[src/verilog/tle_pkg.sv]
// Purpose: shared constants and carriers of the thermal limit event control block
// Assumes: 16-bit register words reached by pointer, temperature in 0.0625 degC steps
// Notes: limits keep bits 12:2 only; the rest of a limit word reads as zero
package tle_pkg;
   // register pointers
   localparam logic [7:0] PTR_CONFIG = 8'h01;
   localparam logic [7:0] PTR_UPPER = 8'h02;
   localparam logic [7:0] PTR_LOWER = 8'h03;
   localparam logic [7:0] PTR_CRIT = 8'h04;
   localparam logic [7:0] PTR_TEMP = 8'h05;
   // configuration field positions
   localparam int CFG_MODE = 0;
   localparam int CFG_POL = 1;
   localparam int CFG_CRIT_ONLY = 2;
   localparam int CFG_ENABLE = 3;
   localparam int CFG_STS = 4;
   localparam int CFG_CLEAR = 5;
   localparam int CFG_WIN_LOCK = 6;
   localparam int CFG_CRIT_LOCK = 7;
   localparam int CFG_PDOWN = 8;
   localparam int CFG_HYST_LO = 9;
   localparam int TEMP_FLAG_LOW = 13;
   localparam int TEMP_FLAG_HIGH = 14;
   localparam int TEMP_FLAG_CRIT = 15;
   // reset values
   localparam logic [15:0] CONFIG_RESET = 16'h0000;
   localparam logic [10:0] LIMIT_RESET = 11'h000;
   localparam logic [12:0] TEMP_RESET = 13'h0000;
   // hysteresis in quarter-degree steps: 1.5, 3 and 6 degC
   localparam logic [11:0] HYST_OFF = 12'h000;
   localparam logic [11:0] HYST_1P5 = 12'h006;
   localparam logic [11:0] HYST_3 = 12'h00c;
   localparam logic [11:0] HYST_6 = 12'h018;

   typedef struct packed {
      logic write;
      logic read;
      logic [7:0] ptr;
      logic [15:0] wdata;
   } tle_req_t;

   typedef struct packed {
      logic [1:0] hyst;
      logic powerDown;
      logic critLock;
      logic winLock;
      logic enable;
      logic critOnly;
      logic polarity;
      logic intMode;
   } tle_cfg_t;

   typedef struct packed {
      logic crit;
      logic high;
      logic low;
   } tle_flags_t;
endpackage : tle_pkg

[src/verilog/tle_thermal_event.sv]
// Purpose: configuration, limit compare and event pin logic of a module temperature sensor
// Assumes: the serial front end hands over whole 16-bit word accesses on core_clk;
//          converter samples arrive as 13-bit two's complement on core_clk
// Notes: the event pin is open drain, shown as output level plus enable
//
// Notes on behaviour
// - config bits 15:11 read zero, writes to them are dropped
// - hysteresis field 10:9 selects off, 1.5, 3 or 6 degC on the upper and critical limits
// - a crossed upper or critical threshold ends only at or below threshold minus hysteresis
// - hysteresis field is frozen while either lock bit is set
// - power-down stops conversion, events and temperature updates; bus still works
// - power-down cannot be set while locked, but can always be cleared
// - critical lock bit freezes critical limit, sticky until power-on reset
// - window lock bit freezes upper and lower limits, sticky until reset
// - clear bit releases latched alert in interrupt mode, reads zero
// - status bit 4 reads one while the alert is asserted
// - enable bit gates the alert; frozen while either lock is set
// - critical-only bit limits alert to the critical limit; window lock freezes it
// - polarity bit chooses the asserted pin level
// - mode bit chooses comparator or interrupt behaviour
// - limits and temperature are two's complement
// - bits 12:2 are defined in every limit register, bit 2 is 0.25 degC
// - comparisons use bits 12:2 only; finer bits only show in temperature reads
// - alert asserts crossing above the upper limit and falling back to limit minus hysteresis
// - alert asserts crossing below the lower limit and rising back to it
// - critical alert holds until temperature is at or below limit minus hysteresis
// - temperature word bits 15:13 carry critical, upper and lower flags
`timescale 1ns/1ps
`default_nettype none
module tle_thermal_event (
   input wire logic core_clk,
   input wire logic resetn,
   input wire logic clkEn,
   input wire tle_pkg::tle_req_t regReq,
   output logic [15:0] regRdata,
   input wire logic sampleValid,
   input wire logic [12:0] sampleTemp,
   output logic convertEnable,
   output logic alertOut,
   output logic alertOe
);
   import tle_pkg::*;

   // ************************************************************
   // state
   // ************************************************************
   typedef struct packed {
      tle_cfg_t cfg;
      logic [10:0] upperLimit;
      logic [10:0] lowerLimit;
      logic [10:0] critLimit;
      logic [12:0] temp;
      tle_flags_t flags;
      logic latched;
      logic active;
      logic [15:0] rdata;
   } tle_state_t;

   tle_state_t st;
   tle_state_t next_st;

   function automatic logic [11:0] hystSteps(input logic [1:0] sel);
      unique case (sel)
         2'b00: hystSteps = HYST_OFF;
         2'b01: hystSteps = HYST_1P5;
         2'b10: hystSteps = HYST_3;
         2'b11: hystSteps = HYST_6;
      endcase
   endfunction : hystSteps

   // ************************************************************
   // compare, one extra bit so limit minus hysteresis cannot wrap
   // ************************************************************
   logic signed [11:0] tempQ;
   logic signed [11:0] upperQ;
   logic signed [11:0] lowerQ;
   logic signed [11:0] critQ;
   logic signed [11:0] hystQ;
   logic anyLock;
   tle_flags_t newFlags;
   tle_flags_t selOld;
   tle_flags_t selNew;
   logic wantCfg;
   logic clearReq;

   assign tempQ = {st.temp[12], st.temp[12:2]};
   assign upperQ = {st.upperLimit[10], st.upperLimit};
   assign lowerQ = {st.lowerLimit[10], st.lowerLimit};
   assign critQ = {st.critLimit[10], st.critLimit};
   assign hystQ = hystSteps(st.cfg.hyst);
   assign anyLock = st.cfg.critLock | st.cfg.winLock;
   assign wantCfg = regReq.write && regReq.ptr == PTR_CONFIG;
   assign clearReq = wantCfg && regReq.wdata[CFG_CLEAR];

   always_comb begin
      newFlags = st.flags;
      // crit and high: set above, release only at or below limit minus hysteresis
      if (tempQ > critQ) begin
         newFlags.crit = 1'b1;
      end else if (tempQ <= critQ - hystQ) begin
         newFlags.crit = 1'b0;
      end
      if (tempQ > upperQ) begin
         newFlags.high = 1'b1;
      end else if (tempQ <= upperQ - hystQ) begin
         newFlags.high = 1'b0;
      end
      newFlags.low = tempQ < lowerQ;
   end

   // critical-only hides the window flags from the alert
   assign selOld = {st.flags.crit, st.flags.high & ~st.cfg.critOnly,
      st.flags.low & ~st.cfg.critOnly};
   assign selNew = {newFlags.crit, newFlags.high & ~st.cfg.critOnly,
      newFlags.low & ~st.cfg.critOnly};

   // ************************************************************
   // next state
   // ************************************************************
   always_comb begin
      next_st = st;
      // frozen sampling and compare while powered down
      if (!st.cfg.powerDown) begin
         if (sampleValid) begin
            next_st.temp = sampleTemp;
         end
         next_st.flags = newFlags;
         if (st.cfg.intMode) begin
            // new condition wins over a clear in the same cycle
            next_st.latched = (st.latched & ~clearReq) | (selNew != selOld) | newFlags.crit;
         end else begin
            next_st.latched = 1'b0;
         end
      end else if (st.cfg.intMode && clearReq) begin
         next_st.latched = 1'b0;
      end
      if (regReq.write) begin
         unique case (regReq.ptr)
            PTR_CONFIG: begin
               if (!anyLock) begin
                  next_st.cfg.hyst = regReq.wdata[CFG_HYST_LO +: 2];
                  next_st.cfg.enable = regReq.wdata[CFG_ENABLE];
               end
               if (!regReq.wdata[CFG_PDOWN] || !anyLock) begin
                  next_st.cfg.powerDown = regReq.wdata[CFG_PDOWN];
               end
               next_st.cfg.critLock = st.cfg.critLock | regReq.wdata[CFG_CRIT_LOCK];
               next_st.cfg.winLock = st.cfg.winLock | regReq.wdata[CFG_WIN_LOCK];
               if (!st.cfg.winLock) begin
                  next_st.cfg.critOnly = regReq.wdata[CFG_CRIT_ONLY];
               end
               next_st.cfg.polarity = regReq.wdata[CFG_POL];
               next_st.cfg.intMode = regReq.wdata[CFG_MODE];
            end
            PTR_UPPER: begin
               if (!st.cfg.winLock) begin
                  next_st.upperLimit = regReq.wdata[12:2];
               end
            end
            PTR_LOWER: begin
               if (!st.cfg.winLock) begin
                  next_st.lowerLimit = regReq.wdata[12:2];
               end
            end
            PTR_CRIT: begin
               if (!st.cfg.critLock) begin
                  next_st.critLimit = regReq.wdata[12:2];
               end
            end
            default: begin
            end
         endcase
      end
      // comparator follows flags, interrupt follows latch
      if (st.cfg.powerDown) begin
         next_st.active = st.active & st.cfg.enable;
      end else if (st.cfg.intMode) begin
         next_st.active = st.cfg.enable & next_st.latched;
      end else begin
         next_st.active = st.cfg.enable & (|selNew);
      end
      if (regReq.read) begin
         unique case (regReq.ptr)
            PTR_CONFIG: next_st.rdata = {5'h00, st.cfg.hyst, st.cfg.powerDown,
               st.cfg.critLock, st.cfg.winLock, 1'b0, st.active, st.cfg.enable,
               st.cfg.critOnly, st.cfg.polarity, st.cfg.intMode};
            PTR_UPPER: next_st.rdata = {3'h0, st.upperLimit, 2'h0};
            PTR_LOWER: next_st.rdata = {3'h0, st.lowerLimit, 2'h0};
            PTR_CRIT: next_st.rdata = {3'h0, st.critLimit, 2'h0};
            PTR_TEMP: next_st.rdata = {st.flags.crit, st.flags.high, st.flags.low,
               st.temp};
            default: next_st.rdata = 16'h0000;
         endcase
      end
   end

   always_ff @(posedge core_clk) begin
      if (!resetn) begin
         // bits 5 and 4 of the reset word have no storage behind them
         st.cfg <= tle_cfg_t'({CONFIG_RESET[10:6], CONFIG_RESET[3:0]});
         st.upperLimit <= LIMIT_RESET;
         st.lowerLimit <= LIMIT_RESET;
         st.critLimit <= LIMIT_RESET;
         st.temp <= TEMP_RESET;
         st.flags <= '0;
         st.latched <= 1'b0;
         st.active <= 1'b0;
         st.rdata <= 16'h0000;
      end else if (clkEn) begin
         st <= next_st;
      end
   end

   // ************************************************************
   // outputs
   // ************************************************************
   assign regRdata = st.rdata;
   assign convertEnable = ~st.cfg.powerDown;
   assign alertOut = st.cfg.polarity;
   assign alertOe = st.active;

   // ************************************************************
   // checks
   // ************************************************************
   AST_CRIT_LOCK_STICKY: assert property (@(posedge core_clk) disable iff (!resetn)
      st.cfg.critLock |=> st.cfg.critLock)
      else $error("critical lock bit dropped");
   AST_WIN_LOCK_LIMIT: assert property (@(posedge core_clk) disable iff (!resetn)
      (clkEn && st.cfg.winLock && regReq.write && regReq.ptr == PTR_UPPER)
      |=> $stable(st.upperLimit))
      else $error("upper limit changed while window locked");
   AST_PDOWN_REFUSED: assert property (@(posedge core_clk) disable iff (!resetn)
      (clkEn && anyLock && !st.cfg.powerDown) |=> !st.cfg.powerDown)
      else $error("power-down set while locked");
   AST_HYST_FROZEN: assert property (@(posedge core_clk) disable iff (!resetn)
      anyLock |=> $stable(st.cfg.hyst))
      else $error("hysteresis changed while locked");
   AST_DISABLED_QUIET: assert property (@(posedge core_clk) disable iff (!resetn)
      (clkEn && !st.cfg.enable) |=> !alertOe)
      else $error("alert driven while disabled");
   AST_STS_READ: assert property (@(posedge core_clk) disable iff (!resetn)
      (clkEn && regReq.read && regReq.ptr == PTR_CONFIG)
      |=> regRdata[CFG_STS] == $past(alertOe) && regRdata[15:11] == 5'h00
          && !regRdata[CFG_CLEAR])
      else $error("config read shows wrong status or reserved bits");
   AST_PDOWN_FROZEN: assert property (@(posedge core_clk) disable iff (!resetn)
      st.cfg.powerDown |=> $stable(st.temp) && $stable(st.flags))
      else $error("temperature updated in power-down");
   AST_CRIT_HOLD: assert property (@(posedge core_clk) disable iff (!resetn)
      (clkEn && !st.cfg.powerDown && tempQ > critQ) |=> st.flags.crit)
      else $error("critical flag not set above limit");
   AST_COMPARATOR: assert property (@(posedge core_clk) disable iff (!resetn)
      (clkEn && !st.cfg.intMode && !st.cfg.powerDown && st.cfg.enable)
      |=> alertOe == (|$past(selNew)))
      else $error("comparator alert does not follow flags");
   AST_OPEN_DRAIN: assert property (@(posedge core_clk) disable iff (!resetn)
      alertOe |-> alertOut == st.cfg.polarity && $past(st.cfg.enable))
      else $error("alert driven at wrong level");
   AST_CLKEN_FREEZE: assert property (@(posedge core_clk) disable iff (!resetn)
      !clkEn |=> $stable(st))
      else $error("state moved while clock enable low");
   AST_LIMIT_UNUSED: assert property (@(posedge core_clk) disable iff (!resetn)
      (clkEn && regReq.read && (regReq.ptr == PTR_UPPER || regReq.ptr == PTR_LOWER
          || regReq.ptr == PTR_CRIT)) |=> regRdata[15:13] == 3'h0 && regRdata[1:0] == 2'h0)
      else $error("limit read shows unused bits");
   AST_TEMP_FLAGS: assert property (@(posedge core_clk) disable iff (!resetn)
      (clkEn && regReq.read && regReq.ptr == PTR_TEMP)
      |=> regRdata[TEMP_FLAG_CRIT] == $past(st.flags.crit)
          && regRdata[TEMP_FLAG_HIGH] == $past(st.flags.high)
          && regRdata[TEMP_FLAG_LOW] == $past(st.flags.low))
      else $error("temperature read shows wrong flags");
   AST_CRIT_LIMIT_LOCKED: assert property (@(posedge core_clk) disable iff (!resetn)
      (clkEn && st.cfg.critLock && regReq.write && regReq.ptr == PTR_CRIT)
      |=> $stable(st.critLimit))
      else $error("critical limit changed while locked");
   AST_LOWER_LOCKED: assert property (@(posedge core_clk) disable iff (!resetn)
      (clkEn && st.cfg.winLock && regReq.write && regReq.ptr == PTR_LOWER)
      |=> $stable(st.lowerLimit))
      else $error("lower limit changed while window locked");
   AST_ENABLE_FROZEN: assert property (@(posedge core_clk) disable iff (!resetn)
      anyLock |=> $stable(st.cfg.enable))
      else $error("enable bit changed while locked");
   AST_CRIT_ONLY_FROZEN: assert property (@(posedge core_clk) disable iff (!resetn)
      st.cfg.winLock |=> $stable(st.cfg.critOnly))
      else $error("critical-only bit changed while window locked");
   AST_CRIT_ONLY_MASK: assert property (@(posedge core_clk) disable iff (!resetn)
      (clkEn && st.cfg.critOnly && !st.cfg.intMode && !st.cfg.powerDown && !newFlags.crit)
      |=> !alertOe)
      else $error("window flag reached the alert in critical-only mode");
   AST_CLEAR_RELEASE: assert property (@(posedge core_clk) disable iff (!resetn)
      (clkEn && st.cfg.intMode && clearReq && !st.cfg.powerDown && selNew == selOld
          && !newFlags.crit) |=> !alertOe)
      else $error("clear did not release the latched alert");
   AST_HIGH_SET: assert property (@(posedge core_clk) disable iff (!resetn)
      (clkEn && !st.cfg.powerDown && tempQ > upperQ) |=> st.flags.high)
      else $error("upper flag not set above limit");
   AST_LOW_SET: assert property (@(posedge core_clk) disable iff (!resetn)
      (clkEn && !st.cfg.powerDown && tempQ < lowerQ) |=> st.flags.low)
      else $error("lower flag not set below limit");
   AST_HIGH_RELEASE: assert property (@(posedge core_clk) disable iff (!resetn)
      (clkEn && !st.cfg.powerDown && tempQ <= upperQ - hystQ) |=> !st.flags.high)
      else $error("upper flag kept below limit minus hysteresis");
endmodule : tle_thermal_event
`default_nettype wire

[config.mk]
export PLATFORM = sky130hd
export DESIGN_NAME = tle_thermal_event
export DESIGN_NICKNAME = d
export VERILOG_FILES = /design/src/verilog/tle_pkg.sv /design/src/verilog/tle_thermal_event.sv
export SDC_FILE = /design/constraint.sdc
export NUM_CORES = 1
export LEC_CHECK = 0
export BUFFER_PORTS_ARGS = -buffer_cell sky130_fd_sc_hd__buf_2
export CAP_MARGIN = 5
export CORE_ASPECT_RATIO = 0.5
export CORE_MARGIN = 4
export CORE_UTILIZATION = 54
export DETAILED_ROUTE_END_ITERATION = 16
export PLACE_DENSITY = 0.81
export SLEW_MARGIN = 20
export SYNTH_ARGS = -nofsm -noshare
export SYNTH_HDL_FRONTEND = slang
export SYNTH_SLANG_ARGS = --single-unit
export TNS_END_PERCENT = 100
[constraint.sdc]
create_clock -name core_clk -period 3.8 [get_ports core_clk]
set_input_delay 0.19 -clock core_clk [delete_from_list [all_inputs] [get_ports core_clk]]
set_output_delay 0.19 -clock core_clk [all_outputs]
set_load 0.01 [all_outputs]
### Word level (Yosys, flattened, before mapping)

Index checks and enable logic that the tools add are counted.

* bits of input ports: 43
* flip-flop bits (word level): 76
* word-level logic and storage cells: 82

* $lt $le $gt $ge: 5
* add/sub/neg operators: 2
* bitwise operators: 19
* equality and inequality tests: 9
* reduce and logical (&&, ||, !) cells: 18
* multiplexer cells: 11

Operators by type and width (number)
* 16-bit one-hot mux with 5 select lines: 1
* 12-bit one-hot mux with 4 select lines: 1
* 11-bit by 12-bit less-or-equal comparator with 1-bit output: 2
* 4-bit AND reduction: 6
* 11-bit by 12-bit subtractor with 12-bit output: 2
* 11-bit > comparator: 2
* 8-bit by 2-bit == test with 1-bit output, second input constant: 2
* 8-bit by 3-bit == test with 1-bit output, second input constant: 2
* 11-bit < comparator: 1
* 1-bit two-way mux: 9
* 1-bit bitwise AND: 8
* 8-bit by 1-bit == test with 1-bit output, second input constant: 1
* 1-bit inverter: 6
* 3-bit AND reduction: 2
* 1-bit OR: 5
* 2-bit == test, second input constant: 2
* 2-bit AND reduction: 2
* 1-bit logical AND: 3
* 3-bit inequality test: 1
* 3-bit OR reduction: 1
* 2-bit by 1-bit == test with 1-bit output, second input constant: 1
* 1-bit logical NOT: 2
* 2-bit logical NOT: 1
* 1-bit logical OR: 1

### Logic depth before layout (Yosys ltp)

* depth in word-level cells: 15
* gate-level depth with buffers: 18

### Least setup slack after synthesis

OpenSTA, ideal clock, no wires.

* kind: register -> register
* start: register st[75] (netlist bit)
* end: register st (netlist bit alertOe)
* library setup time: 78 ps
* arrival time: 3451 ps
* period minus slack after synthesis: 3529 ps
* slack: 271 ps
* required time: 3722 ps
* stages on the path, launching flop included: 18
* cells stage by stage: dfxtp_1 inv_1 ha_1 inv_1 fa_1 nor2b_1 o21ai_0 nand2b_1 or3_1 nor3_1 xnor2_1 ha_1 a21o_1 a2111oi_0 a31oi_1 nand3b_1 a31o_1 a32oi_1

* cells in the longest elaborated chain, start to end: 15
* elaborated cells between the ends (all ways): 24
* classes of those cells: add/sub: 2; order compare: 2; eq/ne: 4; mux: 9; bitwise: 5; reduce/logical: 2

Ends and longest elaborated chain
* start: declaration: line tle_thermal_event.sv:59 `tle_state_t st;`
* start signal: assignment: line tle_thermal_event.sv:210 `st <= next_st;`
* 2-bit == test (tied with other cells): line tle_thermal_event.sv:63 `unique case (sel)`
* 12-bit one-hot mux with 4 select lines (*): line tle_thermal_event.sv:63
* 11-bit by 12-bit subtractor with 12-bit output: line tle_thermal_event.sv:105 `end else if (tempQ <= upperQ - hystQ) begin`
* 11-bit by 12-bit less-or-equal comparator with 1-bit output: line tle_thermal_event.sv:105
* 1-bit two-way mux: line tle_thermal_event.sv:105
* 1-bit two-way mux: line tle_thermal_event.sv:103 `if (tempQ > upperQ) begin`
* 1-bit bitwise AND: line tle_thermal_event.sv:114 `assign selNew = {newFlags.crit, newFlags.high & ~st.cfg.critOnly,`
* 3-bit inequality test: line tle_thermal_event.sv:130 `next_st.latched = (st.latched & ~clearReq) | (selNew != selOld) | newFlags.crit;`
* 1-bit OR (2 in a row): line tle_thermal_event.sv:130
* 1-bit two-way mux: line tle_thermal_event.sv:128 `if (st.cfg.intMode) begin`
* 1-bit two-way mux: line tle_thermal_event.sv:123 `if (!st.cfg.powerDown) begin`
* 1-bit bitwise AND: line tle_thermal_event.sv:178 `next_st.active = st.cfg.enable & next_st.latched;`
* 1-bit two-way mux (*): line tle_thermal_event.sv:177 `end else if (st.cfg.intMode) begin`
* 1-bit two-way mux (*): line tle_thermal_event.sv:175 `if (st.cfg.powerDown) begin`

Mark *: on every way between the ends. The rest lies on a longest branch, timed or not. The select of a mux whose other input is x is not followed.
A chain may end at the register's enable or synchronous reset.

### Worst setup path in the final report

* start: register st[74] (netlist bit)
* end: register st (netlist bit alertOe)

Same word-level chain as after synthesis.

==> results.json <==
{
  "netlist_instances": 653,
  "die_height_um": 78.2,
  "h-tree-depth": 3,
  "fin_tns_setup_ns": 0,
  "die_w_um": 148,
  "io_pins": 62,
  "switchingPower_mw": 0.530,
  "p_leak_nw": 2.54,
  "final_cell_mix": "108 x nand2_1, 75 x dfxtp_1, 62 x ha_1",
  "reg2reg_slack_ns": 0.16,
  "drt-initial-drc-count": 454,
  "pwr-share-clk_pct": 42.1,
  "initial_utilization_pct": 55.9,
  "num_vias": 4898,
  "p_int_mw": 1.39,
  "synthArstFlopShare_pct": 0,
  "ys_warn_count": 0,
  "utilization_pct": 63.6,
  "setup_violations": 0,
  "wl_per_cell_um": 18.3,
  "cts.path.max_buffers": 2,
  "root_buffer": "clkbuf_16",
  "critPathArrivalTime_ns": 3.89,
  "placementRows": 25,
  "whs_ns": 0.0978,
  "cp.required_ns": 4.06,
  "syn_nets": 762,
  "core-area_um2": 9510,
  "netSwitchingFraction_pct": 27.6,
  "drive_above_1_share_pct": 15.4,
  "first_pass_iters": 5,
  "clk_latency_ns": 0.34,
  "ir_worst_vdd_v": 0.000206,
  "synth.top_cell.area_share_pct": 28.6,
  "maxCapViolations": 0,
  "drc": 0,
  "worst_slack_ns": 0.162,
  "syn_area_um2": 5320,
  "final.period_utilization_pct": 95.7,
  "gp_congestion": 1.00,
  "critical_path.startpoint_type": "flop",
  "pwr-share-comb_pct": 14.5,
  "synth_ff_type": "dfxtp_1",
  "power_mw": 1.92,
  "synth_area_per_cell_um2": 8.14,
  "nFillCells": 859,
  "status": "finished, final reports clean",
  "crit_path_end_kind": "flop",
  "place_ws_ns": -0.110,
  "grt_pass1_vias": 4619,
  "yosysTopAreaCell": "dfxtp_1",
  "hold_class": "in2reg",
  "numCtsBuffers": 9,
  "ys_seq_area_share_pct": 28.6,
  "avgViaCountPerCell": 5.86,
  "path_class": "reg2reg",
  "grt_max_degree": 44,
  "worst_pin_slew_ns": 0.820,
  "final-hold-violation-count": 0,
  "pwr_density_cell_nw_per_um2": 318,
  "fin_nets": 806,
  "antenna_found_initial": 0,
  "portBuffers": 58,
  "cts_tree": "built",
  "fmax_mhz": 275,
  "clkTransAtPathRegs_ns": 0.06,
  "grt_util_all_layers_pct": 26.6,
  "fin_skew_ns": 0.00720,
  "power_frac_seq_pct": 43.4,
  "final_cells": 836,
  "drv_slew": 0,
  "synth-seq-cells": 76,
  "min_period_ns": 3.64,
  "die_area_um2": 11600,
  "drt_wl_total_um": 15300,
  "grt_pass1_wl_um": 24100,
  "area_growth_pct": 13.8,
  "final_common_cell": "nand2_1",
  "rsz0062_at_grt": "no",
  "synth_edf_count": 0,
  "worstPathMaxFanout": 3,
  "fin_area_um2": 6050,
  "n_antenna_cell": 0,
  "placedInstanceArea_um2": 5670,
  "overflow": 0,
  "dp.cells": 820,
  "synth_cell_types": 58,
  "ys_top_cells_by_area": "dfxtp_1 29%, ha_1 15%, nand2_1 7.6%",
  "ant_nets": 0,
  "hpwl_um": 11700,
  "max_slew_margin_pct": 44.9,
  "cts_sinks": 76
}
## cells by family after synthesis
| family | count (synthesis) | synth area share, % |
|---|---|---|
| buf+inv | 84 | 7.13 |
| mux | 24 | 4.56 |
| xor+xnor | 15 | 2.47 |
| simple gates | 233 | 20.7 |
| compound gates | 155 | 20.8 |
| flops | 76 | 28.6 |
| fa+ha+maj | 66 | 15.8 |
## state kept, by name, indices dropped and copies added, names as in the netlist
| signal | cells |
|---|---|
| alertOe | 1 |
| lowerQ | 11 |
| critQ | 11 |
| alertOut | 1 |
| st | 35 |
| selOld | 1 |
| regRdata | 16 |
## power groups by stage
stage	logic, mW	registers (mW)	clock network, mW
floorplan	0.178	0.843	0
global placement	0.250	0.851	0
detailed placement	0.257	0.851	0
CTS	0.263	0.834	0.814
global route	0.311	0.836	0.854
finish	0.279	0.835	0.810
## synth_stat cells, drive strengths merged, types with 4 or more instances
library cell  count
buf              19
nand4             8
a211oi            5
nand3b            4
a22oi             7
and2              9
nand3            12
o21ai            21
nand2           108
and3              4
o211a             8
nand2b            4
mux2i            22
nor2             32
inv              43
clkbuf           22
ha               64
a21oi            26
nor2b            28
a21boi           44
xnor2            13
a21o              8
dfxtp            76
nor4              5
nor3             11
a221oi           11
## worst max-delay path, stage by stage (launching register included)
cell and delay (ns):
dfxtp_2 0.33, buf_4 0.14, ha_1 0.19, inv_1 0.09, ha_1 0.28, o21ai_1 0.10, nand2b_1 0.09, or3_4 0.36
nor3_4 0.20, xnor2_1 0.11, ha_1 0.33, a21o_1 0.20, a2111oi_4 0.35, a31oi_4 0.14, nand3b_1 0.19, a31o_1 0.26
a32oi_1 0.20
## metal layers
| layer | part of all wire, % | up-vias | GRT usage (%) |
|---|---|---|---|
| met5 | 0 | - | 0 |
| met4 | 1.7 | 0 | 7.10 |
| met3 | 11 | 32 | 8.42 |
| met2 | 41 | 215 | 38.5 |
| met1 | 46 | 2275 | 38.1 |
| li1 | - | 2376 | - |
## area by class of cell
cell class | instances | area, um2 | area share (%)
Sequential cell | 76 | 1520 | 25.2
Multi-Input combinational cell | 493 | 3510 | 58.0
Timing Repair Buffer | 74 | 410 | 6.78
Clock buffer | 10 | 239 | 3.95
Clock inverter | 5 | 37.5 | 0.620
Tap cell | 135 | 169 | 2.79
Inverter | 43 | 161 | 2.67
## what timing repair did
action | CTS | global route
pin swaps | 1 | 9
resized for setup | 4 | 16
hold buffers | 0 | 0
setup endpoints to repair | 2 | 4
buffers inserted | 0 | 1
## final timing paths
check,depth (start not counted),to,startpoint
setup / recovery,16,alertOe,st[74]
hold / removal,3,st[29],sampleTemp[8]
setup reg to reg,16,alertOe,st[74]
hold reg to reg,2,regRdata[14],regRdata[14]
Note: power is estimated with default switching activity, not from simulation.
